[config.mk]
export PLATFORM = sky130hd
export DESIGN_NAME = cts_touch_scan
export DESIGN_NICKNAME = d
export VERILOG_FILES = /design/src/cts_pkg.sv /design/src/cts_touch_scan.sv
export SDC_FILE = /design/constraint.sdc
export NUM_CORES = 1
export LEC_CHECK = 0
export BUFFER_PORTS_ARGS = -buffer_cell sky130_fd_sc_hd__buf_2
export CAP_MARGIN = 20
export CORE_MARGIN = 3
export CORE_UTILIZATION = 30
export DETAILED_ROUTE_END_ITERATION = 6
export MAX_ROUTING_LAYER = met4
export PLACE_DENSITY = 0.49
export SLEW_MARGIN = 30
export SYNTH_ARGS = -nofsm -noshare
export SYNTH_HDL_FRONTEND = slang
export SYNTH_SLANG_ARGS = --single-unit
export TNS_END_PERCENT = 100
[constraint.sdc]
create_clock -name clk -period 7.4 [get_ports clk]
set_input_delay 0.74 -clock clk [delete_from_list [all_inputs] [get_ports clk]]
set_output_delay 0.74 -clock clk [all_outputs]
set_load 0.02 [all_outputs]
[src/cts_pkg.sv]
// Purpose: constants shared by the capacitive touch scan controller
// Assumes: 50 MHz system clock, 8-bit register buses
// Notes: times are kept in ns, cycle counts derived from them
package cts_pkg;
	// -----------------------------------------------------------------
	// clock and timing
	// -----------------------------------------------------------------
	localparam int unsigned CLK_MHZ = 50;
	localparam int unsigned DISCH_SHORT_NS = 2000;
	localparam int unsigned DISCH_LONG_NS = 10000;
	localparam int unsigned PRECH_SHORT_NS = 20000;
	localparam int unsigned PRECH_LONG_NS = 40000;
	localparam logic [11:0] DISCH_SHORT_CYC = 12'((DISCH_SHORT_NS * CLK_MHZ + 999) / 1000);
	localparam logic [11:0] DISCH_LONG_CYC = 12'((DISCH_LONG_NS * CLK_MHZ + 999) / 1000);
	localparam logic [11:0] PRECH_SHORT_CYC = 12'((PRECH_SHORT_NS * CLK_MHZ + 999) / 1000);
	localparam logic [11:0] PRECH_LONG_CYC = 12'((PRECH_LONG_NS * CLK_MHZ + 999) / 1000);
	// count clock rates in MHz, indexed by count_clock_sel
	localparam logic [6:0] CNT_RATE_0 = 7'h18;
	localparam logic [6:0] CNT_RATE_1 = 7'h0c;
	localparam logic [6:0] CNT_RATE_2 = 7'h06;
	localparam logic [6:0] CNT_RATE_3 = 7'h04;
	// switching clock sources (toggle rate = source / divisor)
	localparam logic [12:0] SW_FAST_SRC_MHZ = 13'h0060;
	localparam logic [12:0] SW_LP_SRC_MHZ = 13'h0018;
	localparam logic [12:0] SW_FAST_DIV_OFS = 13'h0008;
	localparam logic [12:0] SW_LP_DIV_OFS = 13'h0002;
	localparam logic [5:0] DIV_FIXED_MAX = 6'h3c;
	localparam logic [5:0] DIV_SPREAD_LO = 6'h3e;
	localparam logic [4:0] SPREAD_HALF_BASE = 5'h09;
	localparam logic [15:0] LFSR_SEED = 16'hace1;
	localparam int unsigned WIDTH_BASE = 9;
	// -----------------------------------------------------------------
	// register offsets
	// -----------------------------------------------------------------
	localparam logic [7:0] SFR_RAW_LOW = 8'hab;
	localparam logic [7:0] SFR_RAW_HIGH = 8'hac;
	localparam logic [7:0] SFR_SYS_CLK = 8'had;
	localparam logic [7:0] SFR_SCAN_GO = 8'hc9;
	localparam logic [7:0] SFR_PULLUP_LOW = 8'hca;
	localparam logic [7:0] SFR_SCAN_CFG1 = 8'hcb;
	localparam logic [7:0] SFR_SCAN_CFG2 = 8'hcc;
	localparam logic [7:0] SFR_SCAN_CFG3 = 8'hcd;
	localparam logic [7:0] SEC_PORT_0_7 = 8'h26;
	localparam logic [7:0] SEC_PORT_8_11 = 8'h27;
	localparam logic [7:0] SEC_PORT_16_23 = 8'h28;
	localparam logic [7:0] SEC_PORT_24_31 = 8'h29;
	localparam logic [7:0] SEC_ANA_CFG = 8'h2b;
	localparam logic [7:0] SEC_PWR_DOWN = 8'h2d;
	localparam logic [7:0] SEC_PORT_32_39 = 8'h51;
	localparam logic [7:0] SEC_PORT_40_47 = 8'h52;
	// -----------------------------------------------------------------
	// reset values, writable masks, field positions
	// -----------------------------------------------------------------
	localparam logic [7:0] RST_ZERO = 8'h00;
	localparam logic [7:0] RST_SCAN_CFG2 = 8'h80;
	localparam logic [7:0] RST_SCAN_CFG3 = 8'h70;
	localparam logic [7:0] RST_ANA_CFG = 8'h2f;
	localparam logic [7:0] RST_PWR_DOWN = 8'hff;
	localparam logic [7:0] MASK_SYS_CLK = 8'h3f;
	localparam logic [7:0] MASK_CFG1 = 8'h7f;
	localparam logic [7:0] MASK_CFG3 = 8'h7f;
	localparam logic [7:0] MASK_PORT_8_11 = 8'h0f;
	localparam logic [7:0] MASK_ANA_CFG = 8'h3f;
	localparam int unsigned GO_BIT = 0;
	localparam int unsigned LP_SEL_BIT = 5;
	localparam int unsigned GATE_OFF_BIT = 6;
	localparam int unsigned PULLUP_HIGH_BIT = 7;
	localparam int unsigned PARALLEL_BIT = 6;
	localparam int unsigned WIDTH_LSB = 4;
	localparam int unsigned CNT_CLK_LSB = 2;
	localparam int unsigned PRECH_BIT = 1;
	localparam int unsigned DISCH_BIT = 0;
	localparam int unsigned RES_LSB = 3;
	localparam int unsigned FRONT_PD_BIT = 1;
	localparam logic [5:0] CHAN_LOW_LAST = 6'h0b;
	localparam logic [5:0] CHAN_HIGH_FIRST = 6'h10;
	localparam logic [5:0] CHAN_HIGH_LAST = 6'h2f;
	// scan sequencer states
	typedef enum logic [4:0] {
		ST_IDLE = 5'b00001,
		ST_DISCH = 5'b00010,
		ST_PRECH = 5'b00100,
		ST_COUNT = 5'b01000,
		ST_DONE = 5'b10000
	} cts_state_type;
endpackage

[src/cts_touch_scan.sv]
// Purpose: capacitive touch scan sequencer, clocks, counter and registers
// Assumes: 50 MHz clk; comparator_in is asynchronous to clk
// Notes: fast clocks are approximated by phase accumulators on clk
//
// Overview of operation
// - go bit 0->1 launches scan, self-clears
// - clearing go mid-scan aborts at once
// - low-power select: 24M/2/(divider+2) clock
// - divider<=0x3c: 96M/2/(divider+8) clock
// - divider 3e/3f: random 1M..3M, centre 1.5M
// - gate-off bit stops switching clock
// - width code 0..7 gives 9..16 bits
// - count clock 24M/12M/6M/4M by select
// - precharge 20us or 40us
// - pre-discharge 2us or 10us
// - parallel bit scans all enabled channels
// - channel index valid 0-11, 16-47
// - raw count as two read-only bytes
// - pullup code is nine bits, high+low
// - port enable bit assigns pin to sensing
// - resistor select code 2=60k, 3=80k
// - threshold select 1.8V..4.2V in eight steps
// - front power-down bit keeps front-end off
// - scan completion raises an interrupt request
`timescale 1ns/10ps
module cts_touch_scan (
	input wire logic clk,
	input wire logic sys_rst,
	input wire logic [7:0] sfr_addr,
	input wire logic sfr_wr,
	input wire logic sfr_rd,
	input wire logic [7:0] sfr_wdata,
	output logic [7:0] sfr_rdata,
	input wire logic [7:0] sec_addr,
	input wire logic sec_wr,
	input wire logic sec_rd,
	input wire logic [7:0] sec_wdata,
	output logic [7:0] sec_rdata,
	input wire logic comparator_in,
	output logic switching_clock,
	output logic discharge_active,
	output logic precharge_active,
	output logic count_active,
	output logic [47:0] electrode_port_enable,
	output logic [47:0] scan_channel_mask,
	output logic [8:0] pullup_code,
	output logic [2:0] series_resistor_sel,
	output logic [2:0] threshold_voltage_sel,
	output logic touch_front_power_down,
	output logic scan_done_irq
);
	import cts_pkg::*;

	// -----------------------------------------------------------------
	// register storage
	// -----------------------------------------------------------------
	logic [7:0] system_clock_config;
	logic [7:0] pullup_low;
	logic [7:0] scan_cfg1;
	logic [7:0] scan_cfg2;
	logic [7:0] scan_cfg3;
	logic [7:0] port_reg [6];
	logic [7:0] ana_cfg;
	logic [7:0] pwr_down;
	logic scan_go;
	logic [15:0] raw_count;
	cts_state_type state;
	logic [11:0] phase_cnt;
	logic [16:0] win_cnt;
	logic [15:0] hit_cnt;
	logic cnt_tick;
	logic [6:0] cnt_acc;
	logic [12:0] sw_acc;
	logic [4:0] spread_cnt;
	logic [15:0] lfsr;
	logic cmp_meta;
	logic cmp_sync;

	// decoded fields
	logic low_power_front_clock_sel;
	logic front_clock_gate_off;
	logic [5:0] charge_clock_divider;
	logic parallel_scan;
	logic [5:0] sense_channel_index;
	logic [2:0] count_width_sel;
	logic [1:0] count_clock_sel;
	logic precharge_time_sel;
	logic initial_discharge_time_sel;
	logic chan_valid;
	logic go_write;
	logic launch;
	logic abort;
	logic [16:0] win_last;

	assign low_power_front_clock_sel = system_clock_config[LP_SEL_BIT];
	assign front_clock_gate_off = scan_cfg1[GATE_OFF_BIT];
	assign charge_clock_divider = scan_cfg1[5:0];
	assign parallel_scan = scan_cfg2[PARALLEL_BIT];
	assign sense_channel_index = scan_cfg2[5:0];
	assign count_width_sel = scan_cfg3[WIDTH_LSB +: 3];
	assign count_clock_sel = scan_cfg3[CNT_CLK_LSB +: 2];
	assign precharge_time_sel = scan_cfg3[PRECH_BIT];
	assign initial_discharge_time_sel = scan_cfg3[DISCH_BIT];
	// single-channel scans accept only the populated channel numbers
	assign chan_valid = (sense_channel_index <= CHAN_LOW_LAST) ||
		((sense_channel_index >= CHAN_HIGH_FIRST) && (sense_channel_index <= CHAN_HIGH_LAST));
	assign go_write = sfr_wr && (sfr_addr == SFR_SCAN_GO);
	assign launch = go_write && sfr_wdata[GO_BIT] && !scan_go && (parallel_scan || chan_valid);
	assign abort = go_write && !sfr_wdata[GO_BIT] && scan_go;
	// window is 2^(code+9) count clocks
	assign win_last = 17'((17'h00001 << (WIDTH_BASE + 32'(count_width_sel))) - 17'h00001);

	// -----------------------------------------------------------------
	// configuration writes
	// -----------------------------------------------------------------
	// sfr-side configuration registers, reserved bits held at zero
	always_ff @(posedge clk or posedge sys_rst) begin
		if (sys_rst) begin
			system_clock_config <= RST_ZERO;
			pullup_low <= RST_ZERO;
			scan_cfg1 <= RST_ZERO;
			scan_cfg2 <= RST_SCAN_CFG2;
			scan_cfg3 <= RST_SCAN_CFG3;
		end else if (sfr_wr) begin
			if (sfr_addr == SFR_SYS_CLK) begin
				system_clock_config <= sfr_wdata & MASK_SYS_CLK;
			end else if (sfr_addr == SFR_PULLUP_LOW) begin
				pullup_low <= sfr_wdata;
			end else if (sfr_addr == SFR_SCAN_CFG1) begin
				scan_cfg1 <= sfr_wdata & MASK_CFG1;
			end else if (sfr_addr == SFR_SCAN_CFG2) begin
				scan_cfg2 <= sfr_wdata;
			end else if (sfr_addr == SFR_SCAN_CFG3) begin
				scan_cfg3 <= sfr_wdata & MASK_CFG3;
			end
		end
	end

	// secondary-bus registers: port enables, analog config, power down
	always_ff @(posedge clk or posedge sys_rst) begin
		if (sys_rst) begin
			for (int i = 0; i < 6; i++) begin
				port_reg[i] <= RST_ZERO;
			end
			ana_cfg <= RST_ANA_CFG;
			pwr_down <= RST_PWR_DOWN;
		end else if (sec_wr) begin
			if (sec_addr == SEC_PORT_0_7) begin
				port_reg[0] <= sec_wdata;
			end else if (sec_addr == SEC_PORT_8_11) begin
				port_reg[1] <= sec_wdata & MASK_PORT_8_11;
			end else if (sec_addr == SEC_PORT_16_23) begin
				port_reg[2] <= sec_wdata;
			end else if (sec_addr == SEC_PORT_24_31) begin
				port_reg[3] <= sec_wdata;
			end else if (sec_addr == SEC_PORT_32_39) begin
				port_reg[4] <= sec_wdata;
			end else if (sec_addr == SEC_PORT_40_47) begin
				port_reg[5] <= sec_wdata;
			end else if (sec_addr == SEC_ANA_CFG) begin
				ana_cfg <= sec_wdata & MASK_ANA_CFG;
			end else if (sec_addr == SEC_PWR_DOWN) begin
				pwr_down <= sec_wdata;
			end
		end
	end

	// analog settings go straight out of their registers
	assign electrode_port_enable = {port_reg[5], port_reg[4], port_reg[3], port_reg[2],
		4'h0, port_reg[1][3:0], port_reg[0]};
	assign pullup_code = {scan_cfg2[PULLUP_HIGH_BIT], pullup_low};
	assign series_resistor_sel = ana_cfg[RES_LSB +: 3];
	assign threshold_voltage_sel = ana_cfg[2:0];
	assign touch_front_power_down = pwr_down[FRONT_PD_BIT];

	// -----------------------------------------------------------------
	// register reads
	// -----------------------------------------------------------------
	// read data is captured on the strobe and held; unmapped reads zero
	always_ff @(posedge clk or posedge sys_rst) begin
		if (sys_rst) begin
			sfr_rdata <= RST_ZERO;
		end else if (sfr_rd) begin
			if (sfr_addr == SFR_RAW_LOW) begin
				sfr_rdata <= raw_count[7:0];
			end else if (sfr_addr == SFR_RAW_HIGH) begin
				sfr_rdata <= raw_count[15:8];
			end else if (sfr_addr == SFR_SYS_CLK) begin
				sfr_rdata <= system_clock_config;
			end else if (sfr_addr == SFR_SCAN_GO) begin
				sfr_rdata <= {7'h00, scan_go};
			end else if (sfr_addr == SFR_PULLUP_LOW) begin
				sfr_rdata <= pullup_low;
			end else if (sfr_addr == SFR_SCAN_CFG1) begin
				sfr_rdata <= scan_cfg1;
			end else if (sfr_addr == SFR_SCAN_CFG2) begin
				sfr_rdata <= scan_cfg2;
			end else if (sfr_addr == SFR_SCAN_CFG3) begin
				sfr_rdata <= scan_cfg3;
			end else begin
				sfr_rdata <= RST_ZERO;
			end
		end
	end

	// secondary bus read port
	always_ff @(posedge clk or posedge sys_rst) begin
		if (sys_rst) begin
			sec_rdata <= RST_ZERO;
		end else if (sec_rd) begin
			if (sec_addr == SEC_PORT_0_7) begin
				sec_rdata <= port_reg[0];
			end else if (sec_addr == SEC_PORT_8_11) begin
				sec_rdata <= port_reg[1];
			end else if (sec_addr == SEC_PORT_16_23) begin
				sec_rdata <= port_reg[2];
			end else if (sec_addr == SEC_PORT_24_31) begin
				sec_rdata <= port_reg[3];
			end else if (sec_addr == SEC_PORT_32_39) begin
				sec_rdata <= port_reg[4];
			end else if (sec_addr == SEC_PORT_40_47) begin
				sec_rdata <= port_reg[5];
			end else if (sec_addr == SEC_ANA_CFG) begin
				sec_rdata <= ana_cfg;
			end else if (sec_addr == SEC_PWR_DOWN) begin
				sec_rdata <= pwr_down;
			end else begin
				sec_rdata <= RST_ZERO;
			end
		end
	end

	// -----------------------------------------------------------------
	// scan start bit and sequencer
	// -----------------------------------------------------------------
	// go bit: set by a valid launch, cleared by software or at scan end
	always_ff @(posedge clk or posedge sys_rst) begin
		if (sys_rst) begin
			scan_go <= 1'b0;
		end else if (launch) begin
			scan_go <= 1'b1;
		end else if (abort || state == ST_DONE) begin
			scan_go <= 1'b0;
		end
	end

	// phase sequencer: discharge, precharge, count window, done
	always_ff @(posedge clk or posedge sys_rst) begin
		if (sys_rst) begin
			state <= ST_IDLE;
			phase_cnt <= 12'h000;
		end else if (abort) begin
			state <= ST_IDLE;
			phase_cnt <= 12'h000;
		end else begin
			case (state)
				ST_IDLE: begin
					if (launch) begin
						state <= ST_DISCH;
						phase_cnt <= (initial_discharge_time_sel ? DISCH_LONG_CYC : DISCH_SHORT_CYC) - 12'h001;
					end
				end
				ST_DISCH: begin
					if (phase_cnt == 12'h000) begin
						state <= ST_PRECH;
						phase_cnt <= (precharge_time_sel ? PRECH_LONG_CYC : PRECH_SHORT_CYC) - 12'h001;
					end else begin
						phase_cnt <= phase_cnt - 12'h001;
					end
				end
				ST_PRECH: begin
					if (phase_cnt == 12'h000) begin
						state <= ST_COUNT;
					end else begin
						phase_cnt <= phase_cnt - 12'h001;
					end
				end
				ST_COUNT: begin
					if (cnt_tick && win_cnt == win_last) begin
						state <= ST_DONE;
					end
				end
				ST_DONE: begin
					state <= ST_IDLE;
				end
				default: begin
					state <= ST_IDLE;
				end
			endcase
		end
	end

	// phase indications for the analog front end
	assign discharge_active = state[1];
	assign precharge_active = state[2];
	assign count_active = state[3];

	// channel routing latched at launch: all enabled or the one selected
	always_ff @(posedge clk or posedge sys_rst) begin
		if (sys_rst) begin
			scan_channel_mask <= 48'h000000000000;
		end else if (abort || state == ST_DONE) begin
			scan_channel_mask <= 48'h000000000000;
		end else if (launch) begin
			scan_channel_mask <= parallel_scan ? electrode_port_enable :
				(48'h000000000001 << sense_channel_index);
		end
	end

	// -----------------------------------------------------------------
	// count clock and capacitance counter
	// -----------------------------------------------------------------
	// comparator synchroniser
	always_ff @(posedge clk or posedge sys_rst) begin
		if (sys_rst) begin
			cmp_meta <= 1'b0;
			cmp_sync <= 1'b0;
		end else begin
			cmp_meta <= comparator_in;
			cmp_sync <= cmp_meta;
		end
	end

	// phase accumulator gives the selected count clock rate on average
	always_ff @(posedge clk or posedge sys_rst) begin
		logic [6:0] rate;
		logic [7:0] sum;
		if (sys_rst) begin
			cnt_acc <= 7'h00;
			cnt_tick <= 1'b0;
		end else begin
			case (count_clock_sel)
				2'b00: rate = CNT_RATE_0;
				2'b01: rate = CNT_RATE_1;
				2'b10: rate = CNT_RATE_2;
				default: rate = CNT_RATE_3;
			endcase
			sum = {1'b0, cnt_acc} + {1'b0, rate};
			if (state != ST_COUNT) begin
				cnt_acc <= 7'h00;
				cnt_tick <= 1'b0;
			end else if (sum >= 8'(CLK_MHZ)) begin
				cnt_acc <= 7'(sum - 8'(CLK_MHZ));
				cnt_tick <= 1'b1;
			end else begin
				cnt_acc <= sum[6:0];
				cnt_tick <= 1'b0;
			end
		end
	end

	// window counter and hit counter; last tick is not counted, so
	// the result fits the selected width
	always_ff @(posedge clk or posedge sys_rst) begin
		if (sys_rst) begin
			win_cnt <= 17'h00000;
			hit_cnt <= 16'h0000;
		end else if (state != ST_COUNT) begin
			win_cnt <= 17'h00000;
			hit_cnt <= 16'h0000;
		end else if (cnt_tick && win_cnt != win_last) begin
			win_cnt <= win_cnt + 17'h00001;
			hit_cnt <= hit_cnt + {15'h0000, cmp_sync};
		end
	end

	// raw count captured only at scan completion
	always_ff @(posedge clk or posedge sys_rst) begin
		if (sys_rst) begin
			raw_count <= 16'h0000;
		end else if (state == ST_DONE) begin
			raw_count <= hit_cnt;
		end
	end

	// one-cycle completion request toward the interrupt controller
	always_ff @(posedge clk or posedge sys_rst) begin
		if (sys_rst) begin
			scan_done_irq <= 1'b0;
		end else begin
			scan_done_irq <= (state == ST_DONE);
		end
	end

	// -----------------------------------------------------------------
	// switching clock
	// -----------------------------------------------------------------
	// lfsr feeds the spread-spectrum half-period choice
	always_ff @(posedge clk or posedge sys_rst) begin
		if (sys_rst) begin
			lfsr <= LFSR_SEED;
		end else begin
			lfsr <= {lfsr[14:0], lfsr[15] ^ lfsr[13] ^ lfsr[12] ^ lfsr[10]};
		end
	end

	// fixed modes by accumulator, spread mode by random half periods
	always_ff @(posedge clk or posedge sys_rst) begin
		logic [12:0] step;
		logic [12:0] limit;
		logic [12:0] sum;
		if (sys_rst) begin
			sw_acc <= 13'h0000;
			spread_cnt <= 5'h00;
			switching_clock <= 1'b0;
		end else begin
			if (low_power_front_clock_sel) begin
				step = SW_LP_SRC_MHZ;
				limit = 13'(CLK_MHZ) * ({7'h00, charge_clock_divider} + SW_LP_DIV_OFS);
			end else begin
				step = SW_FAST_SRC_MHZ;
				limit = 13'(CLK_MHZ) * ({7'h00, charge_clock_divider} + SW_FAST_DIV_OFS);
			end
			sum = sw_acc + step;
			if (state == ST_IDLE) begin
				sw_acc <= 13'h0000;
				spread_cnt <= 5'h00;
				switching_clock <= 1'b0;
			end else if (front_clock_gate_off) begin
				switching_clock <= switching_clock;
			end else if (!low_power_front_clock_sel && charge_clock_divider >= DIV_SPREAD_LO) begin
				if (spread_cnt == 5'h00) begin
					// 9 + three random terms: 9..24 cycles, period 18..48, mean near 1.5 MHz
					spread_cnt <= SPREAD_HALF_BASE + {2'b00, lfsr[2:0]} + {2'b00, lfsr[5:3]}
						+ {4'h0, lfsr[6]} - 5'h01;
					switching_clock <= !switching_clock;
				end else begin
					spread_cnt <= spread_cnt - 5'h01;
				end
			end else if (sum >= limit) begin
				sw_acc <= sum - limit;
				switching_clock <= !switching_clock;
			end else begin
				sw_acc <= sum;
			end
		end
	end

	logic [11:0] dis_len;
	logic [11:0] pre_len;
	// phase length helpers for the duration checks
	always_ff @(posedge clk or posedge sys_rst) begin
		if (sys_rst) begin
			dis_len <= 12'h000;
			pre_len <= 12'h000;
		end else begin
			dis_len <= (state == ST_DISCH) ? dis_len + 12'h001 : 12'h000;
			pre_len <= (state == ST_PRECH) ? pre_len + 12'h001 : 12'h000;
		end
	end
endmodule

==> results.tsv <==
metric	value	unit
outcome	completed	
worstMarginPinSlew	0.948	ns
clk_pin_slew	0.06	ns
wl_per_cell	20.8	um
hold_path.class	input pin to flop	
cp-end-kind	flop	
synth.largest_area_cell	dfrtp_1	
core-area	51700	um^2
cp_common_cell	ha_1	
power	4.47	mW
max_freq	180	MHz
root_buffer	clkbuf_16	
skew	0.0189	ns
syn_inst	1611	
grt_max_degree	153	
cts.repair.resized	0	
track_usage	0.184	
die_w	235	um
setup_viol	0	
hpwlAfterDp	37400	um
drive_gt1_frac	0.216	
clock-sinks	269	
synth_edf_count	0	
fillers	5283	
placedCellCount	2387	
first_pass_iters	5	
fin_setup_tns	0	ns
port_buffers	167	
crit_required	7.82	ns
worst-path-buf-inv	0	
max-clock-path-buffers	3	
cp_slowest_cell	o32a_1	
yosys-top-cells-area	dfrtp_1 39%, mux2_2 7.0%, ha_1 6.7%	
worstSetupStartpointType	flop	
layout_common_cells	243 x dfrtp_1, 167 x buf_2, 137 x nand2_1	
routed_wl	50900	um
avgViaCountPerCell	5.40	
dieArea	55400	um^2
critPathArrivalTime	5.99	ns
async_flop_share	1.00	
rows	83	
cts_hold_buf	0	
cts-buffers-inserted	34	
post_cts_buffers	0	
p_leak	8.59	nW
slowest_delay	0.67	ns
hold_viol	0	
ir_drop	157	uV
rsz0062_at_grt	no	
seq_area	6760	um^2
place_congestion	0.920	
die_h	235	um
cpLargestDelayFamily	adder cells	
maxSlewHeadroom	0.363	
drv_cap	0	
cellPowerDensity	243	nW/um^2
finalCritPeriodShare	0.752	
whs	0.322	ns
cp_max_fo	20	
synth_area	15800	um^2
stdcell_count	2449	
layout_commonest_cell	dfrtp_1	
synth_cell_types	83	
crit_chain	ha_1 -> nand2_1 -> xnor2_1 -> ha_1 -> ha_1 -> ha_1 -> ha_1 -> nor2b_1 -> o21a_1 -> nor2_1 -> xnor2_1 -> mux2i_1 -> ha_1 -> nand3_1 -> nor4_1 -> or3_1 -> o32a_1 -> nor4_1 -> a31o_2 -> a32o_1	
syn_to_final_growth	16.7	%
post-route-min-period	5.57	ns
syn_avg_cell_area	9.79	um^2
antenna_found_initial	3	
drv_slew	0	
htreeDepth	2	
pin_count	172	
vias	13200	
synth_flop_cell	dfrtp_1	
path_class	flop to flop	
multi_input_area	8460	um^2
insertion_delay	0.54	ns
netlist.area_leader.share	0.385	
drc	0	
cts_tree	done	
grt_pass1_wl	78600	um
start_util	0.305	
final_net_count	1875	
yosysWarnings	0	
antenna_left	0	
first_iter_violations	1117	
gr-total-overflow	0	
ys_seq_elements	269	
yosysSeqAreaShare	0.429	
grt_pass1_vias	12700	
-- area by class of cell --
class                           count  area share
Inverter                           63      0.0130
Tap cell                          680      0.0462
Multi-Input combinational cell   1196       0.459
Antenna cell                        2    0.000272
Clock buffer                       51      0.0557
Clock inverter                      9     0.00673
Timing Repair Buffer              179      0.0512
Sequential cell                   269       0.367
-- cell usage after synthesis, drive strengths merged, types with 20 or more instances --
library cell	count
dfrtp	243
nor3	71
nand2b	25
a21oi	87
nand2	138
nand4	21
a221oi	48
dfstp	26
xnor2	27
o21ai	68
mux2i	24
nand3	27
xor2	24
clkbuf	66
ha	84
inv	62
mux2	98
or3	29
nor2b	21
buf	20
nor2	129
-- per-stage QoR --
step	setup WS (ns)	cell area [um^2]	utilization
CTS	1.83	18400	0.356
global route	1.41	18400	0.356
finish	1.83	18400	0.356
global placement	1.99	17200	0.333
detailed placement	1.89	17200	0.334
floorplan	2.24	15800	-
-- logic make-up (layout without fill, tap and decap cells) --
family | Yosys count | after routing | share of synthesized area
xor gates and xnor gates | 51 | 51 | 0.0283
adders and majority gates | 93 | 93 | 0.0780
muxes | 122 | 122 | 0.0852
buffers and inverters | 149 | 302 | 0.0379
other | 2 | 7 | 0.000476
AOI/OAI and AO/OA | 362 | 362 | 0.158
DFF | 269 | 269 | 0.429
and+or+nand+nor | 563 | 563 | 0.183
-- layer usage --
metal | global-route usage | vias to the layer above | share of wire
li1 | - | 6204 | -
met1 | 0.258 | 6581 | 0.47
met2 | 0.274 | 372 | 0.45
met3 | 0.0348 | 74 | 0.057
met4 | 0.0442 | 0 | 0.025
met5 | - | - | 0
-- state kept, by name, indices dropped and copies added (netlist names), 6 cells and up --
register and cells:
cnt_acc 6, pwr_down 8, system_clock_config 6, raw_count 16
sfr_rdata 8, scan_cfg1 7, scan_channel_mask 48, hit_cnt 16
win_cnt 17, lfsr 16, phase_cnt 12, scan_cfg2 8
ana_cfg 6, pullup_low 8, sec_rdata 8, scan_cfg3 7
sw_acc 12, electrode_port_enable 44
-- power by group --
group | internal, mW | switching, mW | total [mW]
combinational | 0.442 | 0.634 | 1.08
sequential | 1.57 | 0.114 | 1.68
clock | 1.06 | 0.655 | 1.72
-- worst paths after layout --
check,from,endpoint,slack [ns],cells after the start
setup / recovery,scan_cfg1[3],sw_acc[9],1.83,20
hold / removal,comparator_in,cmp_meta,0.32,1
setup reg to reg,scan_cfg1[3],sw_acc[9],1.83,20
hold reg to reg,lfsr[8],lfsr[9],0.35,0
max in group asynchronous,sys_rst,win_cnt[6],5.73,4
min in group asynchronous,sys_rst,raw_count[5],0.38,3
(Power assumes the default switching activity.)
